[src/icx_map.svh]
`ifndef ICX_MAP_SVH
`define ICX_MAP_SVH

// Opcodes, full byte or upper bits of the byte
`define ICX_OP_INC_A 8'h04
`define ICX_OP_INC_DIR 8'h05
`define ICX_OP_INC_IND_HI 7'h03
`define ICX_OP_INC_RN_HI 5'h01
`define ICX_OP_DEC_A 8'h14
`define ICX_OP_DEC_DIR 8'h15
`define ICX_OP_DEC_IND_HI 7'h0b
`define ICX_OP_DEC_RN_HI 5'h03
`define ICX_OP_INC_DATA_POINTER 8'ha3
`define ICX_OP_DIV 8'h84
`define ICX_OP_DECREMENT_BRANCH_NONZERO_OP_RN_HI 5'h1b
`define ICX_OP_DECREMENT_BRANCH_NONZERO_OP_DIR 8'hd5
`define ICX_OP_JB 8'h20
`define ICX_OP_JBC 8'h10
`define ICX_OP_JC 8'h40

// Timing: clocks per machine cycle and machine cycles per instruction
`define ICX_CLKS_PER_MC 4'h2
`define ICX_MC_ONE 4'h1
`define ICX_MC_TWO 4'h2
`define ICX_MC_DIV 4'h4
`define ICX_DIV_STEPS 4'h7

// Instruction lengths in bytes
`define ICX_LEN_ONE 16'h0001
`define ICX_LEN_TWO 16'h0002
`define ICX_LEN_THREE 16'h0003

// Working register page and constants
`define ICX_REG_PAGE 3'h0
`define ICX_BYTE_ONE 8'h01
`define ICX_WORD_ONE 16'h0001
`define ICX_RST_BYTE 8'h00
`define ICX_RST_WORD 16'h0000
`define ICX_RST_CNT 4'h0

`endif

[src/icx_pkg.sv]
package icx_pkg;

  typedef enum logic [3:0] {
    K_NONE = 4'h0,
    K_INC = 4'h1,
    K_DEC = 4'h2,
    K_DECREMENT_BRANCH_NONZERO_OP = 4'h3,
    K_DATA_POINTER = 4'h4,
    K_DIV = 4'h5,
    K_JB = 4'h6,
    K_JBC = 4'h7,
    K_JC = 4'h8
  } icx_kind_t;

  typedef enum logic [2:0] {
    O_NONE = 3'h0,
    O_ACC = 3'h1,
    O_REG = 3'h2,
    O_DIR = 3'h3,
    O_IND = 3'h4
  } icx_opd_t;

  typedef enum logic {
    ST_IDLE = 1'b0,
    ST_BUSY = 1'b1
  } icx_state_t;

endpackage

[src/icx_exec.sv]
// Summary of operation
// RULE_01: Decrement wraps zero to all ones, flags kept
// RULE_02: Decode decrement accumulator, register, direct; one cycle
// RULE_03: Port operands read from output latch
// RULE_04: Divide gives quotient, remainder; clears flags; four cycles
// RULE_05: Zero divisor sets overflow, clears carry
// RULE_06: Decrement and branch when nonzero; two cycles
// RULE_07: Decrement-branch operand register or direct only
// RULE_08: Increment wraps all ones to zero, flags kept
// RULE_09: Decode increment accumulator, register, indirect; one cycle
// RULE_10: Pointer increments sixteen bits; two cycles
// RULE_11: Bit-set branch, three bytes, bit unchanged
// RULE_12: Branch-and-clear clears set bit and branches
// RULE_13: Branch-and-clear tests output latch, not pin
// RULE_14: Bit branch target next address plus third byte
// RULE_15: Carry branch two bytes, two cycles, relative
// RULE_16: Displacement sign-extended, sixteen-bit wrapping add
`timescale 1ns/1ps
`default_nettype none
`include "icx_map.svh"

module icx_exec (
  // Clock and reset
  input wire logic clk,
  input wire logic rst_n,
  // Instruction from fetch
  input wire logic instr_valid,
  input wire logic [7:0] opcode,
  input wire logic [7:0] byte2,
  input wire logic [7:0] byte3,
  input wire logic [15:0] pc_in,
  output logic instr_hit,
  output logic instr_ready,
  output logic done_q,
  // Core register values
  input wire logic [7:0] acc_in,
  input wire logic [7:0] b_in,
  input wire logic [15:0] data_pointer_in,
  input wire logic carry_in,
  input wire logic [1:0] bank_sel,
  input wire logic [7:0] r0_in,
  input wire logic [7:0] r1_in,
  // Core register updates
  output logic acc_wr_q,
  output logic [7:0] acc_wdata_q,
  output logic b_wr_q,
  output logic [7:0] b_wdata_q,
  output logic data_pointer_wr_q,
  output logic [15:0] data_pointer_wdata_q,
  output logic flag_wr_q,
  output logic carry_wdata_q,
  output logic ov_wdata_q,
  output logic pc_wr_q,
  output logic [15:0] pc_wdata_q,
  // Byte space: RAM, special registers, port latches
  output logic mem_rd_q,
  output logic mem_wr_q,
  output logic [7:0] mem_addr_q,
  output logic mem_indirect_q,
  output logic mem_latch_q,
  output logic [7:0] mem_wdata_q,
  input wire logic [7:0] mem_rdata,
  // Bit space
  output logic bit_rd_q,
  output logic bit_latch_q,
  output logic bit_clr_q,
  output logic [7:0] bit_addr_q,
  input wire logic bit_rdata
);

  icx_pkg::icx_state_t state_q;
  icx_pkg::icx_kind_t kind_q;
  icx_pkg::icx_opd_t opd_q;
  icx_pkg::icx_kind_t kind_d;
  icx_pkg::icx_opd_t opd_d;
  logic [3:0] cnt_q;
  logic [15:0] pc_next_q;
  logic [7:0] rel_q;
  logic [7:0] opnd_q;
  logic [15:0] data_pointer_q;
  logic carry_q;
  logic bit_q;
  logic bzero_q;
  logic rd_pend_q;
  logic take;
  logic fin;
  logic [7:0] val;
  logic [7:0] res;
  logic taken;
  logic [15:0] target;
  logic [7:0] div_quo;
  logic [7:0] div_rem;

  function automatic icx_pkg::icx_kind_t dec_kind(input logic [7:0] op);
    if (op == `ICX_OP_INC_A || op == `ICX_OP_INC_DIR || op[7:1] == `ICX_OP_INC_IND_HI ||
        op[7:3] == `ICX_OP_INC_RN_HI) begin
      dec_kind = icx_pkg::K_INC; // RULE_09
    end else if (op == `ICX_OP_DEC_A || op == `ICX_OP_DEC_DIR ||
                 op[7:1] == `ICX_OP_DEC_IND_HI || op[7:3] == `ICX_OP_DEC_RN_HI) begin
      dec_kind = icx_pkg::K_DEC; // RULE_02
    end else if (op == `ICX_OP_DECREMENT_BRANCH_NONZERO_OP_DIR || op[7:3] == `ICX_OP_DECREMENT_BRANCH_NONZERO_OP_RN_HI) begin
      dec_kind = icx_pkg::K_DECREMENT_BRANCH_NONZERO_OP; // RULE_07
    end else if (op == `ICX_OP_INC_DATA_POINTER) begin
      dec_kind = icx_pkg::K_DATA_POINTER;
    end else if (op == `ICX_OP_DIV) begin
      dec_kind = icx_pkg::K_DIV;
    end else if (op == `ICX_OP_JB) begin
      dec_kind = icx_pkg::K_JB;
    end else if (op == `ICX_OP_JBC) begin
      dec_kind = icx_pkg::K_JBC;
    end else if (op == `ICX_OP_JC) begin
      dec_kind = icx_pkg::K_JC;
    end else begin
      dec_kind = icx_pkg::K_NONE;
    end
  endfunction

  // Operand form follows the low opcode bits within each group
  function automatic icx_pkg::icx_opd_t dec_opd(input logic [7:0] op,
                                                input icx_pkg::icx_kind_t k);
    if (k == icx_pkg::K_INC || k == icx_pkg::K_DEC || k == icx_pkg::K_DECREMENT_BRANCH_NONZERO_OP) begin
      if (op[3]) begin
        dec_opd = icx_pkg::O_REG;
      end else if (op[2:0] == 3'h4) begin
        dec_opd = icx_pkg::O_ACC;
      end else if (op[2:0] == 3'h5) begin
        dec_opd = icx_pkg::O_DIR;
      end else begin
        dec_opd = icx_pkg::O_IND;
      end
    end else begin
      dec_opd = icx_pkg::O_NONE;
    end
  endfunction

  function automatic logic [15:0] dec_len(input icx_pkg::icx_kind_t k,
                                          input icx_pkg::icx_opd_t o);
    case (k)
      icx_pkg::K_JB, icx_pkg::K_JBC: dec_len = `ICX_LEN_THREE; // RULE_11
      icx_pkg::K_JC: dec_len = `ICX_LEN_TWO; // RULE_15
      icx_pkg::K_DECREMENT_BRANCH_NONZERO_OP: dec_len = (o == icx_pkg::O_DIR) ? `ICX_LEN_THREE : `ICX_LEN_TWO;
      icx_pkg::K_INC, icx_pkg::K_DEC: dec_len = (o == icx_pkg::O_DIR) ? `ICX_LEN_TWO
                                                                   : `ICX_LEN_ONE;
      default: dec_len = `ICX_LEN_ONE;
    endcase
  endfunction

  // Clocks spent from the taking edge to the completion edge
  function automatic logic [3:0] dec_clks(input icx_pkg::icx_kind_t k);
    case (k)
      icx_pkg::K_INC, icx_pkg::K_DEC: dec_clks = `ICX_MC_ONE * `ICX_CLKS_PER_MC;
      icx_pkg::K_DIV: dec_clks = `ICX_MC_DIV * `ICX_CLKS_PER_MC; // RULE_04
      default: dec_clks = `ICX_MC_TWO * `ICX_CLKS_PER_MC; // RULE_06 RULE_10 RULE_15
    endcase
  endfunction

  function automatic logic [15:0] sext(input logic [7:0] d);
    sext = {{8{d[7]}}, d}; // RULE_16
  endfunction

  assign kind_d = dec_kind(opcode);
  assign opd_d = dec_opd(opcode, kind_d);
  assign instr_hit = (kind_d != icx_pkg::K_NONE);
  assign instr_ready = (state_q == icx_pkg::ST_IDLE);
  assign take = instr_valid && instr_ready && instr_hit;
  assign fin = (state_q == icx_pkg::ST_BUSY) && (cnt_q == 4'h1);

  // Read data stands one cycle only; later completions use the captured copy
  assign val = rd_pend_q ? mem_rdata : opnd_q;
  assign res = (kind_q == icx_pkg::K_INC) ? 8'(val + `ICX_BYTE_ONE) // RULE_08
                                         : 8'(val - `ICX_BYTE_ONE); // RULE_01 RULE_06

  always_comb begin
    case (kind_q)
      icx_pkg::K_DECREMENT_BRANCH_NONZERO_OP: taken = (res != `ICX_RST_BYTE); // RULE_06
      icx_pkg::K_JB, icx_pkg::K_JBC: taken = bit_q; // RULE_11 RULE_12
      icx_pkg::K_JC: taken = carry_q; // RULE_15
      default: taken = 1'b0;
    endcase
  end

  assign target = taken ? 16'(pc_next_q + sext(rel_q)) : pc_next_q; // RULE_14 RULE_16

  icx_div u_div (
    .clk(clk),
    .rst_n(rst_n),
    .start(take && kind_d == icx_pkg::K_DIV),
    .dividend(acc_in),
    .divisor(b_in),
    .quotient(div_quo),
    .remainder(div_rem)
  );

  // Sequencing
  always_ff @(posedge clk) begin
    if (!rst_n) begin
      state_q <= icx_pkg::ST_IDLE;
      cnt_q <= `ICX_RST_CNT;
    end else begin
      case (state_q)
        icx_pkg::ST_IDLE: begin
          if (take) begin
            state_q <= icx_pkg::ST_BUSY;
            cnt_q <= dec_clks(kind_d);
          end
        end
        icx_pkg::ST_BUSY: begin
          cnt_q <= cnt_q - 4'h1;
          if (fin) begin
            state_q <= icx_pkg::ST_IDLE;
          end
        end
        default: state_q <= icx_pkg::ST_IDLE;
      endcase
    end
  end

  // Instruction capture
  always_ff @(posedge clk) begin
    if (!rst_n) begin
      kind_q <= icx_pkg::K_NONE;
      opd_q <= icx_pkg::O_NONE;
      pc_next_q <= `ICX_RST_WORD;
      rel_q <= `ICX_RST_BYTE;
      data_pointer_q <= `ICX_RST_WORD;
      carry_q <= 1'b0;
      bzero_q <= 1'b0;
    end else if (take) begin
      kind_q <= kind_d;
      opd_q <= opd_d;
      pc_next_q <= 16'(pc_in + dec_len(kind_d, opd_d));
      rel_q <= (dec_len(kind_d, opd_d) == `ICX_LEN_THREE) ? byte3 : byte2; // RULE_14
      data_pointer_q <= data_pointer_in;
      carry_q <= carry_in;
      bzero_q <= (b_in == `ICX_RST_BYTE);
    end
  end

  // Operand capture: accumulator at take, memory and bit data on return
  always_ff @(posedge clk) begin
    if (!rst_n) begin
      opnd_q <= `ICX_RST_BYTE;
      bit_q <= 1'b0;
      rd_pend_q <= 1'b0;
    end else begin
      rd_pend_q <= mem_rd_q || bit_rd_q;
      if (take) begin
        opnd_q <= acc_in;
      end else if (rd_pend_q) begin
        opnd_q <= mem_rdata;
        bit_q <= bit_rdata;
      end
    end
  end

  // Operand reads; address held on for the write-back
  always_ff @(posedge clk) begin
    if (!rst_n) begin
      mem_rd_q <= 1'b0;
      mem_addr_q <= `ICX_RST_BYTE;
      mem_indirect_q <= 1'b0;
      mem_latch_q <= 1'b0;
      bit_rd_q <= 1'b0;
      bit_latch_q <= 1'b0;
      bit_addr_q <= `ICX_RST_BYTE;
    end else if (take) begin
      mem_rd_q <= (opd_d != icx_pkg::O_NONE) && (opd_d != icx_pkg::O_ACC);
      mem_indirect_q <= (opd_d == icx_pkg::O_IND);
      mem_latch_q <= 1'b1; // RULE_03
      case (opd_d)
        icx_pkg::O_REG: mem_addr_q <= {`ICX_REG_PAGE, bank_sel, opcode[2:0]};
        icx_pkg::O_IND: mem_addr_q <= opcode[0] ? r1_in : r0_in;
        default: mem_addr_q <= byte2;
      endcase
      bit_rd_q <= (kind_d == icx_pkg::K_JB) || (kind_d == icx_pkg::K_JBC);
      bit_latch_q <= (kind_d == icx_pkg::K_JBC); // RULE_13
      bit_addr_q <= byte2;
    end else begin
      mem_rd_q <= 1'b0;
      bit_rd_q <= 1'b0;
    end
  end

  // Completion: write-back, flags, program counter
  always_ff @(posedge clk) begin
    if (!rst_n) begin
      done_q <= 1'b0;
      acc_wr_q <= 1'b0;
      acc_wdata_q <= `ICX_RST_BYTE;
      b_wr_q <= 1'b0;
      b_wdata_q <= `ICX_RST_BYTE;
      data_pointer_wr_q <= 1'b0;
      data_pointer_wdata_q <= `ICX_RST_WORD;
      flag_wr_q <= 1'b0;
      carry_wdata_q <= 1'b0;
      ov_wdata_q <= 1'b0;
      pc_wr_q <= 1'b0;
      pc_wdata_q <= `ICX_RST_WORD;
      mem_wr_q <= 1'b0;
      mem_wdata_q <= `ICX_RST_BYTE;
      bit_clr_q <= 1'b0;
    end else begin
      done_q <= fin;
      pc_wr_q <= fin;
      acc_wr_q <= 1'b0;
      b_wr_q <= 1'b0;
      data_pointer_wr_q <= 1'b0;
      flag_wr_q <= 1'b0;
      mem_wr_q <= 1'b0;
      bit_clr_q <= 1'b0;
      if (fin) begin
        pc_wdata_q <= target;
        case (kind_q)
          icx_pkg::K_INC, icx_pkg::K_DEC, icx_pkg::K_DECREMENT_BRANCH_NONZERO_OP: begin
            if (opd_q == icx_pkg::O_ACC) begin
              acc_wr_q <= 1'b1;
              acc_wdata_q <= res;
            end else begin
              mem_wr_q <= 1'b1;
              mem_wdata_q <= res;
            end
          end
          icx_pkg::K_DATA_POINTER: begin
            data_pointer_wr_q <= 1'b1;
            data_pointer_wdata_q <= 16'(data_pointer_q + `ICX_WORD_ONE); // RULE_10
          end
          icx_pkg::K_DIV: begin
            // Zero divisor: the divider's output is left as is, not defined
            acc_wr_q <= 1'b1;
            acc_wdata_q <= div_quo; // RULE_04
            b_wr_q <= 1'b1;
            b_wdata_q <= div_rem;
            flag_wr_q <= 1'b1;
            carry_wdata_q <= 1'b0;
            ov_wdata_q <= bzero_q; // RULE_05
          end
          icx_pkg::K_JBC: bit_clr_q <= bit_q; // RULE_12
          default: bit_clr_q <= 1'b0;
        endcase
      end
    end
  end

  dec_acc_a: assert property (@(posedge clk) disable iff (!rst_n) // RULE_01
    take && opcode == `ICX_OP_DEC_A |-> ##3 acc_wr_q && !flag_wr_q &&
      acc_wdata_q == 8'($past(acc_in, 3) - 8'h01))
    else $error("Accumulator decrement result wrong");

  dec_timing_a: assert property (@(posedge clk) disable iff (!rst_n) // RULE_02
    take && opcode[7:3] == `ICX_OP_DEC_RN_HI |-> ##1 !done_q[*2] ##1 done_q && mem_wr_q)
    else $error("Register decrement not done in one cycle");

  latch_read_a: assert property (@(posedge clk) disable iff (!rst_n) // RULE_03
    mem_rd_q |-> mem_latch_q)
    else $error("Operand read not from output latch");

  div_time_a: assert property (@(posedge clk) disable iff (!rst_n) // RULE_04
    take && opcode == `ICX_OP_DIV && b_in != 8'h00 |-> ##1 !done_q[*8] ##1 done_q &&
      flag_wr_q && !carry_wdata_q && !ov_wdata_q &&
      acc_wdata_q == 8'($past(acc_in, 9) / $past(b_in, 9)) &&
      b_wdata_q == 8'($past(acc_in, 9) % $past(b_in, 9)))
    else $error("Divide result or timing wrong");

  div_zero_a: assert property (@(posedge clk) disable iff (!rst_n) // RULE_05
    take && opcode == `ICX_OP_DIV && b_in == 8'h00 |-> ##9 flag_wr_q && ov_wdata_q &&
      !carry_wdata_q)
    else $error("Zero divisor flags wrong");

  decrement_branch_nonzero_op_time_a: assert property (@(posedge clk) disable iff (!rst_n) // RULE_06
    take && opcode[7:3] == `ICX_OP_DECREMENT_BRANCH_NONZERO_OP_RN_HI |-> ##5 done_q && pc_wr_q && !flag_wr_q)
    else $error("Decrement-branch timing wrong");

  inc_acc_a: assert property (@(posedge clk) disable iff (!rst_n) // RULE_08
    take && opcode == `ICX_OP_INC_A |-> ##3 acc_wr_q && !flag_wr_q &&
      acc_wdata_q == 8'($past(acc_in, 3) + 8'h01))
    else $error("Accumulator increment result wrong");

  data_pointer_inc_a: assert property (@(posedge clk) disable iff (!rst_n) // RULE_10
    take && opcode == `ICX_OP_INC_DATA_POINTER |-> ##5 data_pointer_wr_q && done_q &&
      data_pointer_wdata_q == 16'($past(data_pointer_in, 5) + 16'h0001))
    else $error("Pointer increment wrong");

  jc_target_a: assert property (@(posedge clk) disable iff (!rst_n) // RULE_15
    take && opcode == `ICX_OP_JC && carry_in |-> ##5 pc_wr_q &&
      pc_wdata_q == 16'($past(pc_in, 5) + 16'h0002 + sext($past(byte2, 5))))
    else $error("Carry branch target wrong");

  jbc_clear_a: assert property (@(posedge clk) disable iff (!rst_n) // RULE_12
    bit_clr_q |-> pc_wr_q && bit_latch_q && pc_wdata_q == 16'(pc_next_q + sext(rel_q)))
    else $error("Bit cleared without branch");

endmodule // icx_exec

`default_nettype wire

[src/icx_div.sv]
`timescale 1ns/1ps
`default_nettype none
`include "icx_map.svh"

module icx_div (
  // Clock and reset
  input wire logic clk,
  input wire logic rst_n,
  // Operands
  input wire logic start,
  input wire logic [7:0] dividend,
  input wire logic [7:0] divisor,
  // Results, valid seven clocks after start
  output logic [7:0] quotient,
  output logic [7:0] remainder
);

  logic [7:0] dvs_q;
  logic [3:0] cnt_q;

  // One restoring step: shift in next dividend bit, subtract if it fits
  function automatic logic [15:0] step(input logic [7:0] rem, input logic [7:0] quo,
                                       input logic [7:0] dvs);
    logic [8:0] trial;
    trial = {rem, quo[7]};
    if (trial >= {1'b0, dvs}) begin
      step = {8'(trial - {1'b0, dvs}), quo[6:0], 1'b1};
    end else begin
      step = {trial[7:0], quo[6:0], 1'b0};
    end
  endfunction

  // First step taken on the start edge so eight steps fit four machine cycles
  always_ff @(posedge clk) begin
    if (!rst_n) begin
      remainder <= `ICX_RST_BYTE;
      quotient <= `ICX_RST_BYTE;
      dvs_q <= `ICX_RST_BYTE;
      cnt_q <= `ICX_RST_CNT;
    end else if (start) begin
      {remainder, quotient} <= step(`ICX_RST_BYTE, dividend, divisor);
      dvs_q <= divisor;
      cnt_q <= `ICX_DIV_STEPS;
    end else if (cnt_q != `ICX_RST_CNT) begin
      {remainder, quotient} <= step(remainder, quotient, dvs_q);
      cnt_q <= cnt_q - 4'h1;
    end
  end

endmodule // icx_div

`default_nettype wire

[config.mk]
export PLATFORM = sky130hd
export DESIGN_NAME = icx_exec
export DESIGN_NICKNAME = d
export VERILOG_FILES = /design/src/icx_pkg.sv /design/src/icx_exec.sv /design/src/icx_div.sv
export VERILOG_INCLUDE_DIRS = /design/src
export SDC_FILE = /design/constraint.sdc
export NUM_CORES = 1
export LEC_CHECK = 0
export BUFFER_PORTS_ARGS = -buffer_cell sky130_fd_sc_hd__buf_4
export CAP_MARGIN = 15
export CORE_AREA = 4 4 154 156
export CTS_BUF_LIST = sky130_fd_sc_hd__clkbuf_2 sky130_fd_sc_hd__clkbuf_4 sky130_fd_sc_hd__clkbuf_8
export DETAILED_ROUTE_END_ITERATION = 10
export DIE_AREA = 0 0 158 160
export SLEW_MARGIN = 10
export SYNTH_ARGS = -nofsm -noshare
export SYNTH_HDL_FRONTEND = slang
export SYNTH_SLANG_ARGS = --single-unit
[constraint.sdc]
create_clock -name clk -period 4.43 [get_ports clk]
set_clock_uncertainty 0.05 [all_clocks]
set_input_delay 0.886 -clock clk [delete_from_list [all_inputs] [get_ports clk]]
set_output_delay 0.886 -clock clk [all_outputs]
set_load 0.05 [all_outputs]
==> summary.txt <==
Layout
  • Layout cell share with drive strength beyond 1: a little over a fifth
  • Fin nets: 1426
  • Finished Layout Cells: 1577
  • Most frequent cells in the layout: buf_4, nand2_1, dfxtp_1
  • Number of diodes: 0
  • Area grow syn2layout: 21.1%
  • Most common cell after layout, fill and taps aside: buf_4
  • Fillers: 2199

Setup path
  • Startpoint types: register
  • Worst Setup End Kind: register
  • Required @ worst endpoint: 4.76 ns
  • WS Path Type: register to register
  • Max FO, Critical Path: 18
  • Arrival time worst endpoint: approximately 4 ns

Place
  • Port Buffers: 190
  • Post-DP HPWL: 19300 microns
  • Routability Congestion: 0.828
  • Inst Count DP: 1545

Clock tree
  • Sink Count: about 180
  • Clock Tree Root: clkbuf_8
  • CTS max path bufs: 2
  • Post-CTS Setup Bufs: 0
  • Num CTS Buffers: 17
  • CTS tree: done
  • Clk slew on worst S/H paths: 0.09 ns
  • # hold bufs at CTS: 0
  • Cts repair resizes: 0
  • Worst skew pair latency: 0.46 ns
  • CTS H-tree depth: 4

Pwr
  • Leak Pwr: slightly below 5 nW
  • Power per cell area: between 300 and 400 nW/um^2
  • VDD IR-drop max: 0.183 mV

Drt
  • Final WL: 25700 microns
  • Drt drc: 0
  • WL per Instance: 16.3 microns
  • TritonRoute pass-1 iters: 5
  • 1st-iter DRT viols: 390
  • ANT nets after route: 0
  • Vias per inst: 5.33
  • Via Count: 8408

Floorplanning
  • DIE WIDTH: 158 microns
  • Die Y: between 150 and 200 microns
  • I/O pin cnt: 192
  • Core area: 22400 sq um
  • Initial Utilization: 42.3%
  • Die area: approximately 25000 sq um
  • Rows: 55

STA
  • Tmin final: about 3.7 ns
  • Tcrit/Tclk final: 83.9%
  • Setup violators final: 0
  • Final count of pins violating max slew: 0
  • Max-slew headroom: roughly a quarter
  • Worst Tran Pin Value: around 1.1 ns
  • Endpoints failing hold: 0
  • RSZ-0062 raised after global routing: false
  • Min Hold Slack: ~0.4 ns
  • Highest Clock Rate: 269 MHz
  • Setup TNS: 0 ns

Synthesis
  • Synth unique cells: 77
  • Synth Flop Type: dfxtp_1
  • Syn_nets: 1266
  • Mux contribution to synthesized area: 5.27%
  • Synth Register Bits: 176
  • Async SR Flop Fraction: 0%
  • Post-Synth Simple-Gate Area: 20.0%
  • Post-synthesis sequential area ratio: 37.3%
  • Adder-cell share of the synthesized area: 6.01%
  • XOR/XNOR Fraction of Synth Area: 5.08%
  • Warnings from Yosys: 0
  • Mapped Area: 9460 sq um
  • Complex-gate fraction of the synthesized area: 21.4%
  • Post-synthesis cell count: 1120
  • Largest family of logic cells by synthesized area: compound AO/OA/AOI/OAI gates
  • Post-synth EDFFs: 0
  • Avg Inst Size Synth: 8.44 sq um

Global routing
  • Initial antenna violation count: 0
  • GR Util All Layers: 20.2%
  • Largest net degree at the start of global routing: 67
  • First-pass GRT wire length: 41500 microns
  • Number of global-route vias before repair: 7985
  • GRT Residual Overflow: 0

Run
  • Max-cap violations: 0

Min path
  • Hold Crit Class: register to register

Outcome
  • Status: completed
through the flow:
stage	setup WS [ns]	util, %	total power [mW]	cell area [sq um]
after global placement	0.631	49.4	2.80	11000
after CTS	0.700	51.1	3.92	11400
after global routing	0.411	51.2	4.12	11500
after floorplan	1.08	-	2.53	9460
after detailed placement	0.536	49.4	2.81	11000
final	0.714	51.2	3.89	11500
sequential cells by signal, indices dropped and copies added (netlist names), 3 cells and up:
signal	flops
u_div.cnt_q	4
u_div.quotient	8
b_wdata_q	8
pc_wdata_q	16
pc_next_q	16
kind_q	4
u_div.dvs_q	8
data_pointer_q	16
bit_addr_q	8
u_div.remainder	8
data_pointer_wdata_q	16
mem_wdata_q	8
mem_addr_q	8
acc_wdata_q	8
opnd_q	8
opd_q	3
rel_q	8
cnt_q	4
cells by family (layout without fill, tap and decap cells):
family / after synthesis / after routing
AOI/OAI and AO/OA: 289 / 289
xor gates and xnor gates: 54 / 54
adders and majority gates: 43 / 43
buffers and inverters: 102 / 274
DFF: 176 / 176
muxes: 47 / 47
other: 1 / 1
and+or+nand+nor: 408 / 408
cell usage after synthesis (all sizes together) (7+ instances only):
cell type | instances | area [sq um]
nor2b | 10 | 62.6
nor2 | 89 | 334
nor3 | 17 | 101
xnor2 | 26 | 228
and2 | 8 | 50.1
and3 | 13 | 81.3
nand2b | 8 | 50.1
o21ai | 37 | 185
a211oi | 32 | 245
mux2 | 12 | 135
nand2 | 193 | 727
inv | 39 | 146
buf | 25 | 178
a21oi | 82 | 414
nand3 | 29 | 150
nor4 | 8 | 68.8
xor2 | 28 | 253
dfxtp | 176 | 3520
mux2i | 35 | 363
o221ai | 7 | 61.3
clkbuf | 38 | 143
o211a | 30 | 300
a311oi | 8 | 76.3
a21o | 12 | 90.1
a21boi | 34 | 255
ha | 39 | 488
metal layers:
layer,track usage [%],wire length [microns]
met2,34.4,12600
met3,2.95,1080
met1,26.5,11600
met5,0,0
met4,5.78,482
path summary, 6_finish.rpt:
path | startpoint | endpoint | depth (start not counted) | slack, ns
min reg2reg | mem_addr_q[2]$_SDFFE_PN0P_ | mem_addr_q[2]$_SDFFE_PN0P_ | 2 | 0.41
max | kind_q[3]$_SDFFE_PN0P_ | pc_wdata_q[1]$_SDFFE_PN0P_ | 12 | 0.71
min | mem_addr_q[2]$_SDFFE_PN0P_ | mem_addr_q[2]$_SDFFE_PN0P_ | 2 | 0.41
max reg2reg | kind_q[3]$_SDFFE_PN0P_ | pc_wdata_q[1]$_SDFFE_PN0P_ | 12 | 0.71
critical path, cell delays in order, from the launching register on:
cell and delay [ns]:
dfxtp_1 0.36, nand2b_1 0.19, or3_1 0.51, fa_1 0.52
a211oi_1 0.28, o21bai_1 0.13, a21oi_1 0.18, xor2_1 0.27
and4b_1 0.24, a21o_1 0.12, buf_4 0.28, mux2_2 0.37
o21ai_0 0.13
cell type report:
type / count / area (sq um) / share of cell area (%)
flip-flops and latches: 176 / 3520 / 30.8
inverters: 39 / 146 / 1.28
multi-input cells: 842 / 5490 / 47.9
clock inverters: 10 / 101 / 0.885
clock buffers: 21 / 289 / 2.52
repair buffers: 204 / 1550 / 13.5
well taps: 285 / 357 / 3.11
power breakdown:
group	leakage (nW)	switching, mW	internal [mW]
Clock	0.192	0.604	0.509
Combinational	3.33	0.592	0.433
Sequential	1.43	0.0798	1.67
Note: power is estimated with default switching activity, not from simulation.
